$ cat src/design/vc_cap_pkg.sv
// package for the virtual channel capability register bank
// assumes a plain register port with byte addresses inside the configuration space
package vc_cap_pkg;

    // ----------------------------------------
    // bus widths and register offsets
    // ----------------------------------------
    localparam int ADDR_W = 12;
    localparam int DATA_W = 32;
    localparam logic [11:0] OFS_CAP_ONE = 12'h204; // port_vc_capability_one
    localparam logic [11:0] OFS_CAP_TWO = 12'h208; // port_vc_capability_two
    localparam logic [11:0] OFS_CTL = 12'h20c; // port_vc_control_word
    localparam logic [11:0] OFS_STS = 12'h20e; // port_vc_status_word
    localparam logic [11:0] OFS_VCR0 = 12'h210; // vc_resource0_capability

    // ----------------------------------------
    // field positions and widths
    // ----------------------------------------
    localparam int EXTRA_LSB = 0;
    localparam int EXTRA_W = 3;
    localparam int LOWPRI_LSB = 4;
    localparam int LOWPRI_W = 3;
    localparam int TBASE_LSB = 8;
    localparam int TBASE_W = 2;
    localparam int ESIZE_LSB = 10;
    localparam int ESIZE_W = 2;
    localparam int CARB_CAP_LSB = 0;
    localparam int CARB_CAP_W = 8;
    localparam int CARB_OFS_LSB = 24;
    localparam int CARB_OFS_W = 8;
    localparam int LOAD_BIT = 0;
    localparam int SEL_LSB = 1;
    localparam int SEL_W = 3;
    localparam int TSTAT_BIT = 0;
    localparam int PARB_LSB = 0;
    localparam int PARB_W = 8;
    localparam int SNOOP_BIT = 15;
    localparam int MAX_TIME_SLOTS_LSB = 16;
    localparam int MAX_TIME_SLOTS_W = 7;
    localparam int PATOFF_LSB = 24;
    localparam int PATOFF_W = 8;
    localparam int HALF_W = 16;

    // ----------------------------------------
    // reset values
    // ----------------------------------------
    localparam logic [2:0] EXTRA_RST = 3'h0;
    localparam logic [2:0] LOWPRI_RST = 3'h0;
    localparam logic [1:0] ESIZE_RST = 2'h2;
    localparam logic [7:0] PARB_RST = 8'h01;
    localparam logic [7:0] PATOFF_RST = 8'h04;
    localparam logic [0:0] LOAD_RST = 1'h0;
    localparam logic [2:0] SEL_RST = 3'h0;

    // ----------------------------------------
    // encodings
    // ----------------------------------------
    localparam logic [1:0] ESIZE_1BIT = 2'h0;
    localparam logic [1:0] ESIZE_2BIT = 2'h1;
    localparam logic [1:0] ESIZE_4BIT = 2'h2;
    localparam logic [1:0] ESIZE_8BIT = 2'h3;
    localparam int PARB_HW_FIXED_BIT = 0;

    // ----------------------------------------
    // carriers
    // ----------------------------------------
    typedef struct packed {
        logic [11:0] addr; // byte address
        logic [31:0] wdata; // write data
        logic wr; // write strobe
        logic rd; // read strobe
        logic priv; // privileged or initialization access
    } cfg_req_t;

    typedef struct packed {
        logic [7:0] table_offset; // port table offset in 16-byte units
        logic [1:0] entry_size; // port table entry size code
        logic [7:0] capability; // port arbitration capability bits
    } arb_info_t;

endpackage : vc_cap_pkg

$ cat src/design/field_reg.sv
// one stored configuration field with its own write enable and reset value
// assumes a single clock and a synchronous active high reset
`timescale 1ns/10ps
module field_reg #(
    parameter int unsigned W = 1,
    parameter logic [W-1:0] RST = '0
) (
    input wire logic clk_sys, // system clock
    input wire logic reset, // synchronous reset, active high
    input wire logic wr_en, // load strobe
    input wire logic [W-1:0] wr_data, // value to load
    output logic [W-1:0] q // stored field
);

    // ----------------------------------------
    // storage
    // ----------------------------------------
    logic [W-1:0] q_r;
    logic [W-1:0] q_nxt;

    // next value: keep unless loaded
    assign q_nxt = wr_en ? wr_data : q_r;

    // field flop
    always_ff @(posedge clk_sys) begin
        if (reset) begin
            q_r <= RST;
        end else begin
            q_r <= q_nxt;
        end
    end

    assign q = q_r;

endmodule : field_reg

$ cat src/design/read_port.sv
// registered read data for the configuration port
// assumes the read strobe is one cycle long and the word is already selected
`timescale 1ns/10ps
module read_port (
    input wire logic clk_sys, // system clock
    input wire logic reset, // synchronous reset, active high
    input wire logic rd_en, // read strobe
    input wire logic [31:0] rd_word, // selected word
    output logic [31:0] rdata // read data, valid one cycle after the strobe
);

    // ----------------------------------------
    // read data register
    // ----------------------------------------
    logic [31:0] rdata_r;
    logic [31:0] rdata_nxt;

    // data stand only in the cycle after the strobe, zero otherwise
    assign rdata_nxt = rd_en ? rd_word : 32'h0000_0000;

    always_ff @(posedge clk_sys) begin
        if (reset) begin
            rdata_r <= 32'h0000_0000;
        end else begin
            rdata_r <= rdata_nxt;
        end
    end

    assign rdata = rdata_r;

endmodule : read_port

$ cat src/design/vc_capability_regs.sv
// register bank of a switch port's virtual channel capability structure
// assumes a plain register port on clk_sys, one-cycle strobes, read data one cycle later
//
// Overview of operation
// - the extended channel count is a three-bit field at bits 2:0 that resets to zero, so only VC0 exists.
// - the low priority channel count at bits 6:4 resets to zero and changes only on a privileged write.
// - the time base select field at bits 9:8 always reads zero.
// - the table entry size at bits 11:10 resets to 0x2 for 4-bit entries, codes 0 to 3 meaning 1, 2, 4, 8 bits.
// - the channel arbitration capability byte at bits 7:0 of the second capability word reads zero.
// - the channel arbitration table offset at bits 31:24 of the second capability word reads zero.
// - the load channel table bit 0 of the control word is writable, resets to zero and does nothing.
// - the channel arbitration select at bits 3:1 of the control word is stored, resets to zero, and steers nothing.
// - the channel table status bit 0 of the status word reads zero.
// - the port arbitration capability byte resets to 0x1, bit 0 meaning hardware fixed arbitration.
// - the reject snoop bit 15 of the resource capability reads zero.
// - the maximum time slots field at bits 22:16 reads zero.
// - the port arbitration table offset at bits 31:24 resets to 0x4, counted in 16-byte units.
`timescale 1ns/10ps
module vc_capability_regs (
    input wire logic clk_sys, // system clock, 100 MHz
    input wire logic reset, // synchronous reset, active high
    input wire vc_cap_pkg::cfg_req_t req, // register access request
    output logic [31:0] rdata, // read data, one cycle after the read strobe
    output vc_cap_pkg::arb_info_t arb_info, // port arbitration table info
    output logic [2:0] channel_arb_select // stored select value, no effect
);

    // ----------------------------------------
    // address decode
    // ----------------------------------------
    logic hit_cap_one;
    logic hit_cap_two;
    logic hit_ctl;
    logic hit_sts;
    logic hit_vcr0;
    logic hit_any;
    logic wr_priv;
    logic wr_cap_one_lock;
    logic wr_vcr0_lock;
    logic wr_ctl;

    // one compare per register
    assign hit_cap_one = (req.addr == vc_cap_pkg::OFS_CAP_ONE);
    assign hit_cap_two = (req.addr == vc_cap_pkg::OFS_CAP_TWO);
    assign hit_ctl = (req.addr == vc_cap_pkg::OFS_CTL);
    assign hit_sts = (req.addr == vc_cap_pkg::OFS_STS);
    assign hit_vcr0 = (req.addr == vc_cap_pkg::OFS_VCR0);
    assign hit_any = hit_cap_one | hit_cap_two | hit_ctl | hit_sts | hit_vcr0;

    // lockable fields only take privileged writes
    assign wr_priv = req.wr & req.priv;
    assign wr_cap_one_lock = wr_priv & hit_cap_one;
    assign wr_vcr0_lock = wr_priv & hit_vcr0;

    // control word takes any write
    assign wr_ctl = req.wr & hit_ctl;

    // ----------------------------------------
    // capability one fields
    // ----------------------------------------
    logic [2:0] extra_channel_count;
    logic [2:0] low_priority_channel_count;
    logic [1:0] arb_table_entry_size;

    // extended channel count, zero means VC0 only
    field_reg #(
        .W(vc_cap_pkg::EXTRA_W),
        .RST(vc_cap_pkg::EXTRA_RST)
    ) u_extra (
        .clk_sys(clk_sys),
        .reset(reset),
        .wr_en(wr_cap_one_lock),
        .wr_data(req.wdata[vc_cap_pkg::EXTRA_LSB +: vc_cap_pkg::EXTRA_W]),
        .q(extra_channel_count)
    );

    // low priority count, zero out of reset and to ordinary software
    field_reg #(
        .W(vc_cap_pkg::LOWPRI_W),
        .RST(vc_cap_pkg::LOWPRI_RST)
    ) u_lowpri (
        .clk_sys(clk_sys),
        .reset(reset),
        .wr_en(wr_cap_one_lock),
        .wr_data(req.wdata[vc_cap_pkg::LOWPRI_LSB +: vc_cap_pkg::LOWPRI_W]),
        .q(low_priority_channel_count)
    );

    // entry size of the port arbitration table
    field_reg #(
        .W(vc_cap_pkg::ESIZE_W),
        .RST(vc_cap_pkg::ESIZE_RST)
    ) u_esize (
        .clk_sys(clk_sys),
        .reset(reset),
        .wr_en(wr_cap_one_lock),
        .wr_data(req.wdata[vc_cap_pkg::ESIZE_LSB +: vc_cap_pkg::ESIZE_W]),
        .q(arb_table_entry_size)
    );

    // ----------------------------------------
    // control word fields
    // ----------------------------------------
    logic [0:0] load_channel_arb_table;
    logic [2:0] sel_q;

    // load bit is stored only, nothing is loaded
    field_reg #(
        .W(1),
        .RST(vc_cap_pkg::LOAD_RST)
    ) u_load (
        .clk_sys(clk_sys),
        .reset(reset),
        .wr_en(wr_ctl),
        .wr_data(req.wdata[vc_cap_pkg::LOAD_BIT +: 1]),
        .q(load_channel_arb_table)
    );

    // select field is stored only, there is one channel to pick
    field_reg #(
        .W(vc_cap_pkg::SEL_W),
        .RST(vc_cap_pkg::SEL_RST)
    ) u_sel (
        .clk_sys(clk_sys),
        .reset(reset),
        .wr_en(wr_ctl),
        .wr_data(req.wdata[vc_cap_pkg::SEL_LSB +: vc_cap_pkg::SEL_W]),
        .q(sel_q)
    );

    // ----------------------------------------
    // resource 0 capability fields
    // ----------------------------------------
    logic [7:0] port_arb_capability;
    logic [7:0] port_arb_table_offset;

    // arbitration capability, bit 0 hardware fixed
    field_reg #(
        .W(vc_cap_pkg::PARB_W),
        .RST(vc_cap_pkg::PARB_RST)
    ) u_parb (
        .clk_sys(clk_sys),
        .reset(reset),
        .wr_en(wr_vcr0_lock),
        .wr_data(req.wdata[vc_cap_pkg::PARB_LSB +: vc_cap_pkg::PARB_W]),
        .q(port_arb_capability)
    );

    // port table location in 16-byte units from the structure base
    field_reg #(
        .W(vc_cap_pkg::PATOFF_W),
        .RST(vc_cap_pkg::PATOFF_RST)
    ) u_patoff (
        .clk_sys(clk_sys),
        .reset(reset),
        .wr_en(wr_vcr0_lock),
        .wr_data(req.wdata[vc_cap_pkg::PATOFF_LSB +: vc_cap_pkg::PATOFF_W]),
        .q(port_arb_table_offset)
    );

    // ----------------------------------------
    // read word assembly
    // ----------------------------------------
    logic [31:0] cap_one_word;
    logic [31:0] cap_two_word;
    logic [31:0] ctl_word;
    logic [31:0] sts_word;
    logic [31:0] vcr0_word;
    logic [31:0] rd_word;

    // place stored fields, everything else stays zero
    always_comb begin
        cap_one_word = 32'h0000_0000;
        cap_one_word[vc_cap_pkg::EXTRA_LSB +: vc_cap_pkg::EXTRA_W] = extra_channel_count;
        cap_one_word[vc_cap_pkg::LOWPRI_LSB +: vc_cap_pkg::LOWPRI_W] = low_priority_channel_count;
        cap_one_word[vc_cap_pkg::TBASE_LSB +: vc_cap_pkg::TBASE_W] = 2'h0;
        cap_one_word[vc_cap_pkg::ESIZE_LSB +: vc_cap_pkg::ESIZE_W] = arb_table_entry_size;
        cap_two_word = 32'h0000_0000;
        cap_two_word[vc_cap_pkg::CARB_CAP_LSB +: vc_cap_pkg::CARB_CAP_W] = 8'h00;
        cap_two_word[vc_cap_pkg::CARB_OFS_LSB +: vc_cap_pkg::CARB_OFS_W] = 8'h00;
        ctl_word = 32'h0000_0000;
        ctl_word[vc_cap_pkg::LOAD_BIT] = load_channel_arb_table[0];
        ctl_word[vc_cap_pkg::SEL_LSB +: vc_cap_pkg::SEL_W] = sel_q;
        sts_word = 32'h0000_0000;
        sts_word[vc_cap_pkg::TSTAT_BIT] = 1'b0;
        vcr0_word = 32'h0000_0000;
        vcr0_word[vc_cap_pkg::PARB_LSB +: vc_cap_pkg::PARB_W] = port_arb_capability;
        vcr0_word[vc_cap_pkg::SNOOP_BIT] = 1'b0;
        vcr0_word[vc_cap_pkg::MAX_TIME_SLOTS_LSB +: vc_cap_pkg::MAX_TIME_SLOTS_W] = 7'h00;
        vcr0_word[vc_cap_pkg::PATOFF_LSB +: vc_cap_pkg::PATOFF_W] = port_arb_table_offset;
    end

    // select the addressed word, unmapped reads give zero
    assign rd_word = hit_cap_one ? cap_one_word :
                     hit_cap_two ? cap_two_word :
                     hit_ctl ? ctl_word :
                     hit_sts ? sts_word :
                     hit_vcr0 ? vcr0_word : 32'h0000_0000;

    // ----------------------------------------
    // read data register and exported fields
    // ----------------------------------------
    read_port u_read (
        .clk_sys(clk_sys),
        .reset(reset),
        .rd_en(req.rd),
        .rd_word(rd_word),
        .rdata(rdata)
    );

    // table size and place go to the table logic of the port
    assign arb_info.table_offset = port_arb_table_offset;
    assign arb_info.entry_size = arb_table_entry_size;
    assign arb_info.capability = port_arb_capability;
    assign channel_arb_select = sel_q;

    // ----------------------------------------
    // checks
    // ----------------------------------------
    property p_extra_guard;
        @(posedge clk_sys) disable iff (reset)
        (req.wr && !req.priv) |=> $stable(extra_channel_count) && $stable(low_priority_channel_count);
    endproperty
    a_extra_guard: assert property (p_extra_guard)
        else $error("channel count changed on an ordinary write");

    property p_extra_read;
        @(posedge clk_sys) disable iff (reset)
        (req.rd && hit_cap_one) |=> (rdata[2:0] == $past(extra_channel_count)) && (rdata[6:4] == $past(low_priority_channel_count));
    endproperty
    a_extra_read: assert property (p_extra_read)
        else $error("channel counts read back wrong");

    property p_tbase_zero;
        @(posedge clk_sys) disable iff (reset)
        (req.rd && hit_cap_one) |=> (rdata[9:8] == 2'h0) && (rdata[31:12] == 20'h00000) && !rdata[3] && !rdata[7];
    endproperty
    a_tbase_zero: assert property (p_tbase_zero)
        else $error("time base or reserved bits not zero");

    property p_esize_reset;
        @(posedge clk_sys) disable iff (reset)
        $fell(reset) |-> (arb_table_entry_size == vc_cap_pkg::ESIZE_RST) && (extra_channel_count == vc_cap_pkg::EXTRA_RST);
    endproperty
    a_esize_reset: assert property (p_esize_reset)
        else $error("entry size not 4-bit after reset");

    property p_esize_load;
        @(posedge clk_sys) disable iff (reset)
        (req.wr && req.priv && hit_cap_one) |=> arb_table_entry_size == $past(req.wdata[11:10]);
    endproperty
    a_esize_load: assert property (p_esize_load)
        else $error("privileged write did not load entry size");

    property p_cap_two_zero;
        @(posedge clk_sys) disable iff (reset)
        (req.rd && hit_cap_two) |=> (rdata[7:0] == 8'h00) ##0 (rdata == 32'h0000_0000);
    endproperty
    a_cap_two_zero: assert property (p_cap_two_zero)
        else $error("second capability word not zero");

    property p_carb_ofs_zero;
        @(posedge clk_sys) disable iff (reset)
        (req.rd && hit_cap_two) |=> rdata[31:24] == 8'h00;
    endproperty
    a_carb_ofs_zero: assert property (p_carb_ofs_zero)
        else $error("channel table offset not zero");

    property p_load_bit;
        @(posedge clk_sys) disable iff (reset)
        (req.wr && hit_ctl) ##1 (req.rd && hit_ctl) |=> rdata[0] == $past(req.wdata[0], 2);
    endproperty
    a_load_bit: assert property (p_load_bit)
        else $error("load bit did not read back");

    property p_sel_store;
        @(posedge clk_sys) disable iff (reset)
        (req.wr && hit_ctl) |=> (channel_arb_select == $past(req.wdata[3:1])) && $stable(arb_info);
    endproperty
    a_sel_store: assert property (p_sel_store)
        else $error("select not stored or leaked into arbitration");

    property p_sts_zero;
        @(posedge clk_sys) disable iff (reset)
        (req.rd && hit_sts) |=> rdata == 32'h0000_0000;
    endproperty
    a_sts_zero: assert property (p_sts_zero)
        else $error("status word not zero");

    property p_parb_reset;
        @(posedge clk_sys) disable iff (reset)
        $fell(reset) |-> (arb_info.capability == vc_cap_pkg::PARB_RST) && (arb_info.table_offset == vc_cap_pkg::PATOFF_RST);
    endproperty
    a_parb_reset: assert property (p_parb_reset)
        else $error("port arbitration fields wrong after reset");

    property p_vcr0_read;
        @(posedge clk_sys) disable iff (reset)
        (req.rd && hit_vcr0) |=> !rdata[15] && (rdata[31:24] == $past(port_arb_table_offset));
    endproperty
    a_vcr0_read: assert property (p_vcr0_read)
        else $error("snoop bit set or offset read wrong");

    property p_max_time_slots_zero;
        @(posedge clk_sys) disable iff (reset)
        (req.rd && hit_vcr0) |=> (rdata[22:16] == 7'h00) && (rdata[14:8] == 7'h00) && !rdata[23];
    endproperty
    a_max_time_slots_zero: assert property (p_max_time_slots_zero)
        else $error("time slots or reserved bits not zero");

    property p_patoff_lock;
        @(posedge clk_sys) disable iff (reset)
        (req.wr && !req.priv && hit_vcr0) |=> $stable(port_arb_table_offset) && $stable(port_arb_capability);
    endproperty
    a_patoff_lock: assert property (p_patoff_lock)
        else $error("table offset changed on an ordinary write");

    property p_unmapped;
        @(posedge clk_sys) disable iff (reset)
        ((req.rd && !hit_any) or !req.rd) |=> rdata == 32'h0000_0000;
    endproperty
    a_unmapped: assert property (p_unmapped)
        else $error("read data outside a mapped read not zero");

    // entry size is lockable like the channel counts
    property p_esize_guard;
        @(posedge clk_sys) disable iff (reset)
        (req.wr && !req.priv) |=> $stable(arb_table_entry_size);
    endproperty
    a_esize_guard: assert property (p_esize_guard)
        else $error("entry size changed on an ordinary write");

    // control word gives back the stored select and zero above it
    property p_ctl_read;
        @(posedge clk_sys) disable iff (reset)
        (req.rd && hit_ctl) |=> (rdata[3:1] == $past(sel_q)) && (rdata[31:4] == 28'h0000000);
    endproperty
    a_ctl_read: assert property (p_ctl_read)
        else $error("control word read back wrong");

    // a privileged write loads both port arbitration fields
    property p_vcr0_load;
        @(posedge clk_sys) disable iff (reset)
        (req.wr && req.priv && hit_vcr0) |=> (port_arb_capability == $past(req.wdata[7:0]))
            && (port_arb_table_offset == $past(req.wdata[31:24]));
    endproperty
    a_vcr0_load: assert property (p_vcr0_load)
        else $error("privileged write did not load port arbitration fields");

endmodule : vc_capability_regs

$ cat config.mk
export PLATFORM = sky130hd
export DESIGN_NAME = vc_capability_regs
export DESIGN_NICKNAME = d
export VERILOG_FILES = /design/src/design/vc_cap_pkg.sv /design/src/design/field_reg.sv /design/src/design/read_port.sv /design/src/design/vc_capability_regs.sv
export SDC_FILE = /design/constraint.sdc
export NUM_CORES = 1
export LEC_CHECK = 0
export BUFFER_PORTS_ARGS = -buffer_cell sky130_fd_sc_hd__buf_4
export CORE_UTILIZATION = 47
export DETAILED_ROUTE_END_ITERATION = 10
export MAX_ROUTING_LAYER = met4
export PLACE_DENSITY = 0.88
export SLEW_MARGIN = 20
export SYNTH_ARGS = -nofsm -noshare
export SYNTH_HDL_FRONTEND = slang
export SYNTH_HIERARCHICAL = 1
export SYNTH_SLANG_ARGS = --single-unit
$ cat constraint.sdc
create_clock -name clk_sys -period 2.3 [get_ports clk_sys]
set_input_delay 0.23 -clock clk_sys [delete_from_list [all_inputs] [get_ports clk_sys]]
set_output_delay 0.23 -clock clk_sys [all_outputs]
set_load 0.005 [all_outputs]
==> out/summary.txt <==
Remaining Overflow, GRT = 0
outcome = finished clean
Pwr per Cell Area = 663 nW/um^2
number of diodes = 0
worst hold path class = input port to flip-flop
row count = 25
Cells after Synth = 205
crit path buf inv count = 2
pre-CTS setup slack = 298 ps
grt met3 use = 0.0359
fraction of layout cells with a size suffix above 1 = 0.467
Final Slew Violations = 0
clock sinks = 60
final hold vios = 0
CP Max Fanout = 7
M2 GR Usage = 0.339
post-DR vias/cell = 4.93
Seq cells post-synth = 60
post-synth top area cell = dfxtp_1
antenna viol nets, final = 0
WL/cell = 13.5 um
Reg area = 1200 sq um
Pleak = 0.00154 uW
DR vias = 1885
final-report setup violation count = 0
Tmin final = 1660 ps
Tot GR Track Use = 0.208
worst reg-to-reg setup slack = 1230 ps
largest net degree at the start of global routing = 61
antenna violations before repair = 0
endpoint of the lowest-slack register-to-register path = u_read/rdata[1]
Worst-path clk slew = 70 ps
Top cell by count, worst path = buf_4
CTS Buffer Depth = 2
synth unique cells = 28
H-tree levels = 3
Initial DRC Count = 82
final WL = 5.17 mm
count of instances resized after the clock tree is built = 0
Final nets = 359
crit share post-route = 0.723
Arrival @ worst endpoint = 1880 ps
# DRC = 0
starting density of the core = 0.493
# port buffers = 87
TNS Setup = 0 ps
post-synth top area share = 0.512
Hold Crit Depth = 2
Final WS setup = 638 ps
Peak supply drop = 0.340 mV
die area = 5280 sq um
core area = 4750 sq um
Skew-Pair Late Insertion Delay = 320 ps
worst r2r src = u_extra/q[1]
M1 GR Usage = 0.249
global-route wire length before repair = 8.09 mm
gr busiest metal = met2
Worst Hold Launch = req[14]
hold worst-path end = u_esize/q[1]
Ports = 102
Layout fillers = 381
placed wire-length estimate = 3.66 mm
CP endpoint kind = flip-flop
Die Span Y = 72.6 um
worst hold margin = 120 ps
Post-Syn Area = 2340 sq um
Placement Cell Area = 3090 sq um
hold-fix buffers at CTS = 0
GPL Wtd Cong = 0.856
largest incremental delay on the critical path = 440 ps
Post-CTS Repair Setup Buffers = 0
YS warnings = 6
vias in the first global route = 1751
CP Cell Sequence = buf_4 > nor4b_4 > and3_1 > and4_1 > buf_4 > nor2b_1 > a211o_1
Slowest-stage cell, CP = nor4b_4
Area growth syn-to-layout = 41.0%
multi-input logic area = 1090 sq um
TritonCTS clock tree = built
Num CTS Buffers = 9
maxcap violations = 0
startpoint types = input port
register area share after synthesis = 0.512
max frequency = 602 MHz
CP required = 2510 ps
Root Buffer = clkbuf_8
synth top area cells = dfxtp_1, and3b_2, mux2i_1
CP top delay family = simple AND/OR/NAND/NOR gates
Layout Skew = 5.73 ps
First-pass DRT Iterations = 4
Mean Syn Cell Area = 11.4 sq um
RSZ-0062 raised after global routing = false
Worst R2R Path Depth = 4
Setup CP Type = input port to flip-flop
fin area = 3310 sq um
die extent in x = 72.6 um
worst max path at each step:
stage	slack [ps]	startpoint	endpoint	depth (start not counted)
after detailed placement	300	req[43]	u_esize/q[1]	7
after global routing	570	req[43]	u_extra/q[0]	7
after floorplan	530	req[43]	u_esize/q[1]	6
after CTS	650	req[43]	u_esize/q[1]	7
after global placement	350	req[43]	u_esize/q[1]	7
final	640	req[43]	u_esize/q[1]	7
synthesized netlist by cell type:
| library cell | count |
|---|---|
| clkbuf_2 | 2 |
| mux2i_1 | 25 |
| nor2_1 | 26 |
| nand4b_1 | 1 |
| conb_1 | 1 |
| buf_4 | 3 |
| and3b_2 | 32 |
| and4_1 | 2 |
| nor3_2 | 1 |
| nand2_1 | 1 |
| nor2b_2 | 2 |
| nor3b_1 | 3 |
| inv_1 | 3 |
| a22o_1 | 1 |
| buf_6 | 3 |
| nor4b_2 | 1 |
| and3_1 | 5 |
| nor3b_2 | 1 |
| a211o_1 | 3 |
| nand4_1 | 6 |
| dfxtp_1 | 60 |
| o221ai_1 | 3 |
| nor2b_1 | 2 |
| and4b_4 | 1 |
| buf_2 | 4 |
| and2_1 | 9 |
| a32o_1 | 3 |
| nor4b_4 | 1 |
through the flow:
step	total power (uW)	utilization	cells
finish	2190	0.695	382
detailed placement	1190	0.650	366
global placement	1190	0.650	366
global route	2280	0.695	382
CTS	2210	0.695	382
floorplan	1120	-	218
area by class of cell:
cell class / count / share of cell area
clock buffer: 11 / 0.0428
clock inverter: 5 / 0.0227
inverter: 3 / 0.00341
multi-input combinational: 143 / 0.331
sequential: 60 / 0.363
tap: 67 / 0.0254
timing repair buffer: 93 / 0.211
worst register-to-register path, cell delays in order, from the launching register on:
cell and delay (ps):
dfxtp_1 330, nor3b_1 220, nand4_1 150, o221ai_1 120, and3b_2 200
sequential cells by signal, summed over array words and instances (netlist names):
name and flops:
u_read/rdata 32, u_parb/q 8, u_patoff/q 8, u_extra/q 3, u_lowpri/q 3, u_sel/q 3
u_esize/q 2, u_load/q 1
cells in the final DEF (no fill, tap or decap):
| master | netlist | final |
|---|---|---|
| a211o_1 | 3 | 3 |
| a22o_1 | 1 | 1 |
| a32o_1 | 3 | 3 |
| and2_1 | 9 | 9 |
| and3_1 | 5 | 5 |
| and3b_2 | 32 | 32 |
| and4_1 | 2 | 2 |
| and4b_4 | 1 | 1 |
| buf_4 | 3 | 93 |
| bufinv_16 | 0 | 2 |
| clkbuf_1 | 0 | 1 |
| clkbuf_8 | 0 | 10 |
| clkinv_2 | 0 | 3 |
| conb_1 | 1 | 14 |
| dfxtp_1 | 60 | 60 |
| inv_1 | 3 | 3 |
| mux2i_1 | 25 | 25 |
| nand2_1 | 1 | 1 |
| nand4_1 | 6 | 6 |
| nand4b_1 | 1 | 1 |
| nor2_1 | 26 | 26 |
| nor2b_1 | 2 | 2 |
| nor2b_2 | 2 | 2 |
| nor3_2 | 1 | 1 |
| nor3b_1 | 3 | 3 |
| nor3b_2 | 1 | 1 |
| nor4b_2 | 1 | 1 |
| nor4b_4 | 1 | 1 |
| o221ai_1 | 3 | 3 |
logic make-up (layout without fill, tap and decap cells):
family,Yosys count,after routing,synth area share
simple gates,94,94,0.299
compound gates,10,10,0.0390
mux,25,25,0.107
flops,60,60,0.512
buf+inv,15,112,0.0416
other cells,1,14,0.00160
power by group:
group | switching, uW | internal, uW | total, uW
Sequential | 2.35 | 1050 | 1050
Combinational | 53.6 | 66.8 | 120
Clock | 386 | 634 | 1020
metal layers:
metal | part of all wire | wire length (um)
met1 | 0.42 | 2190
met2 | 0.51 | 2650
met3 | 0.055 | 283
met4 | 0.0073 | 38
met5 | 0 | 0
Note: power is estimated with default switching activity, not from simulation.
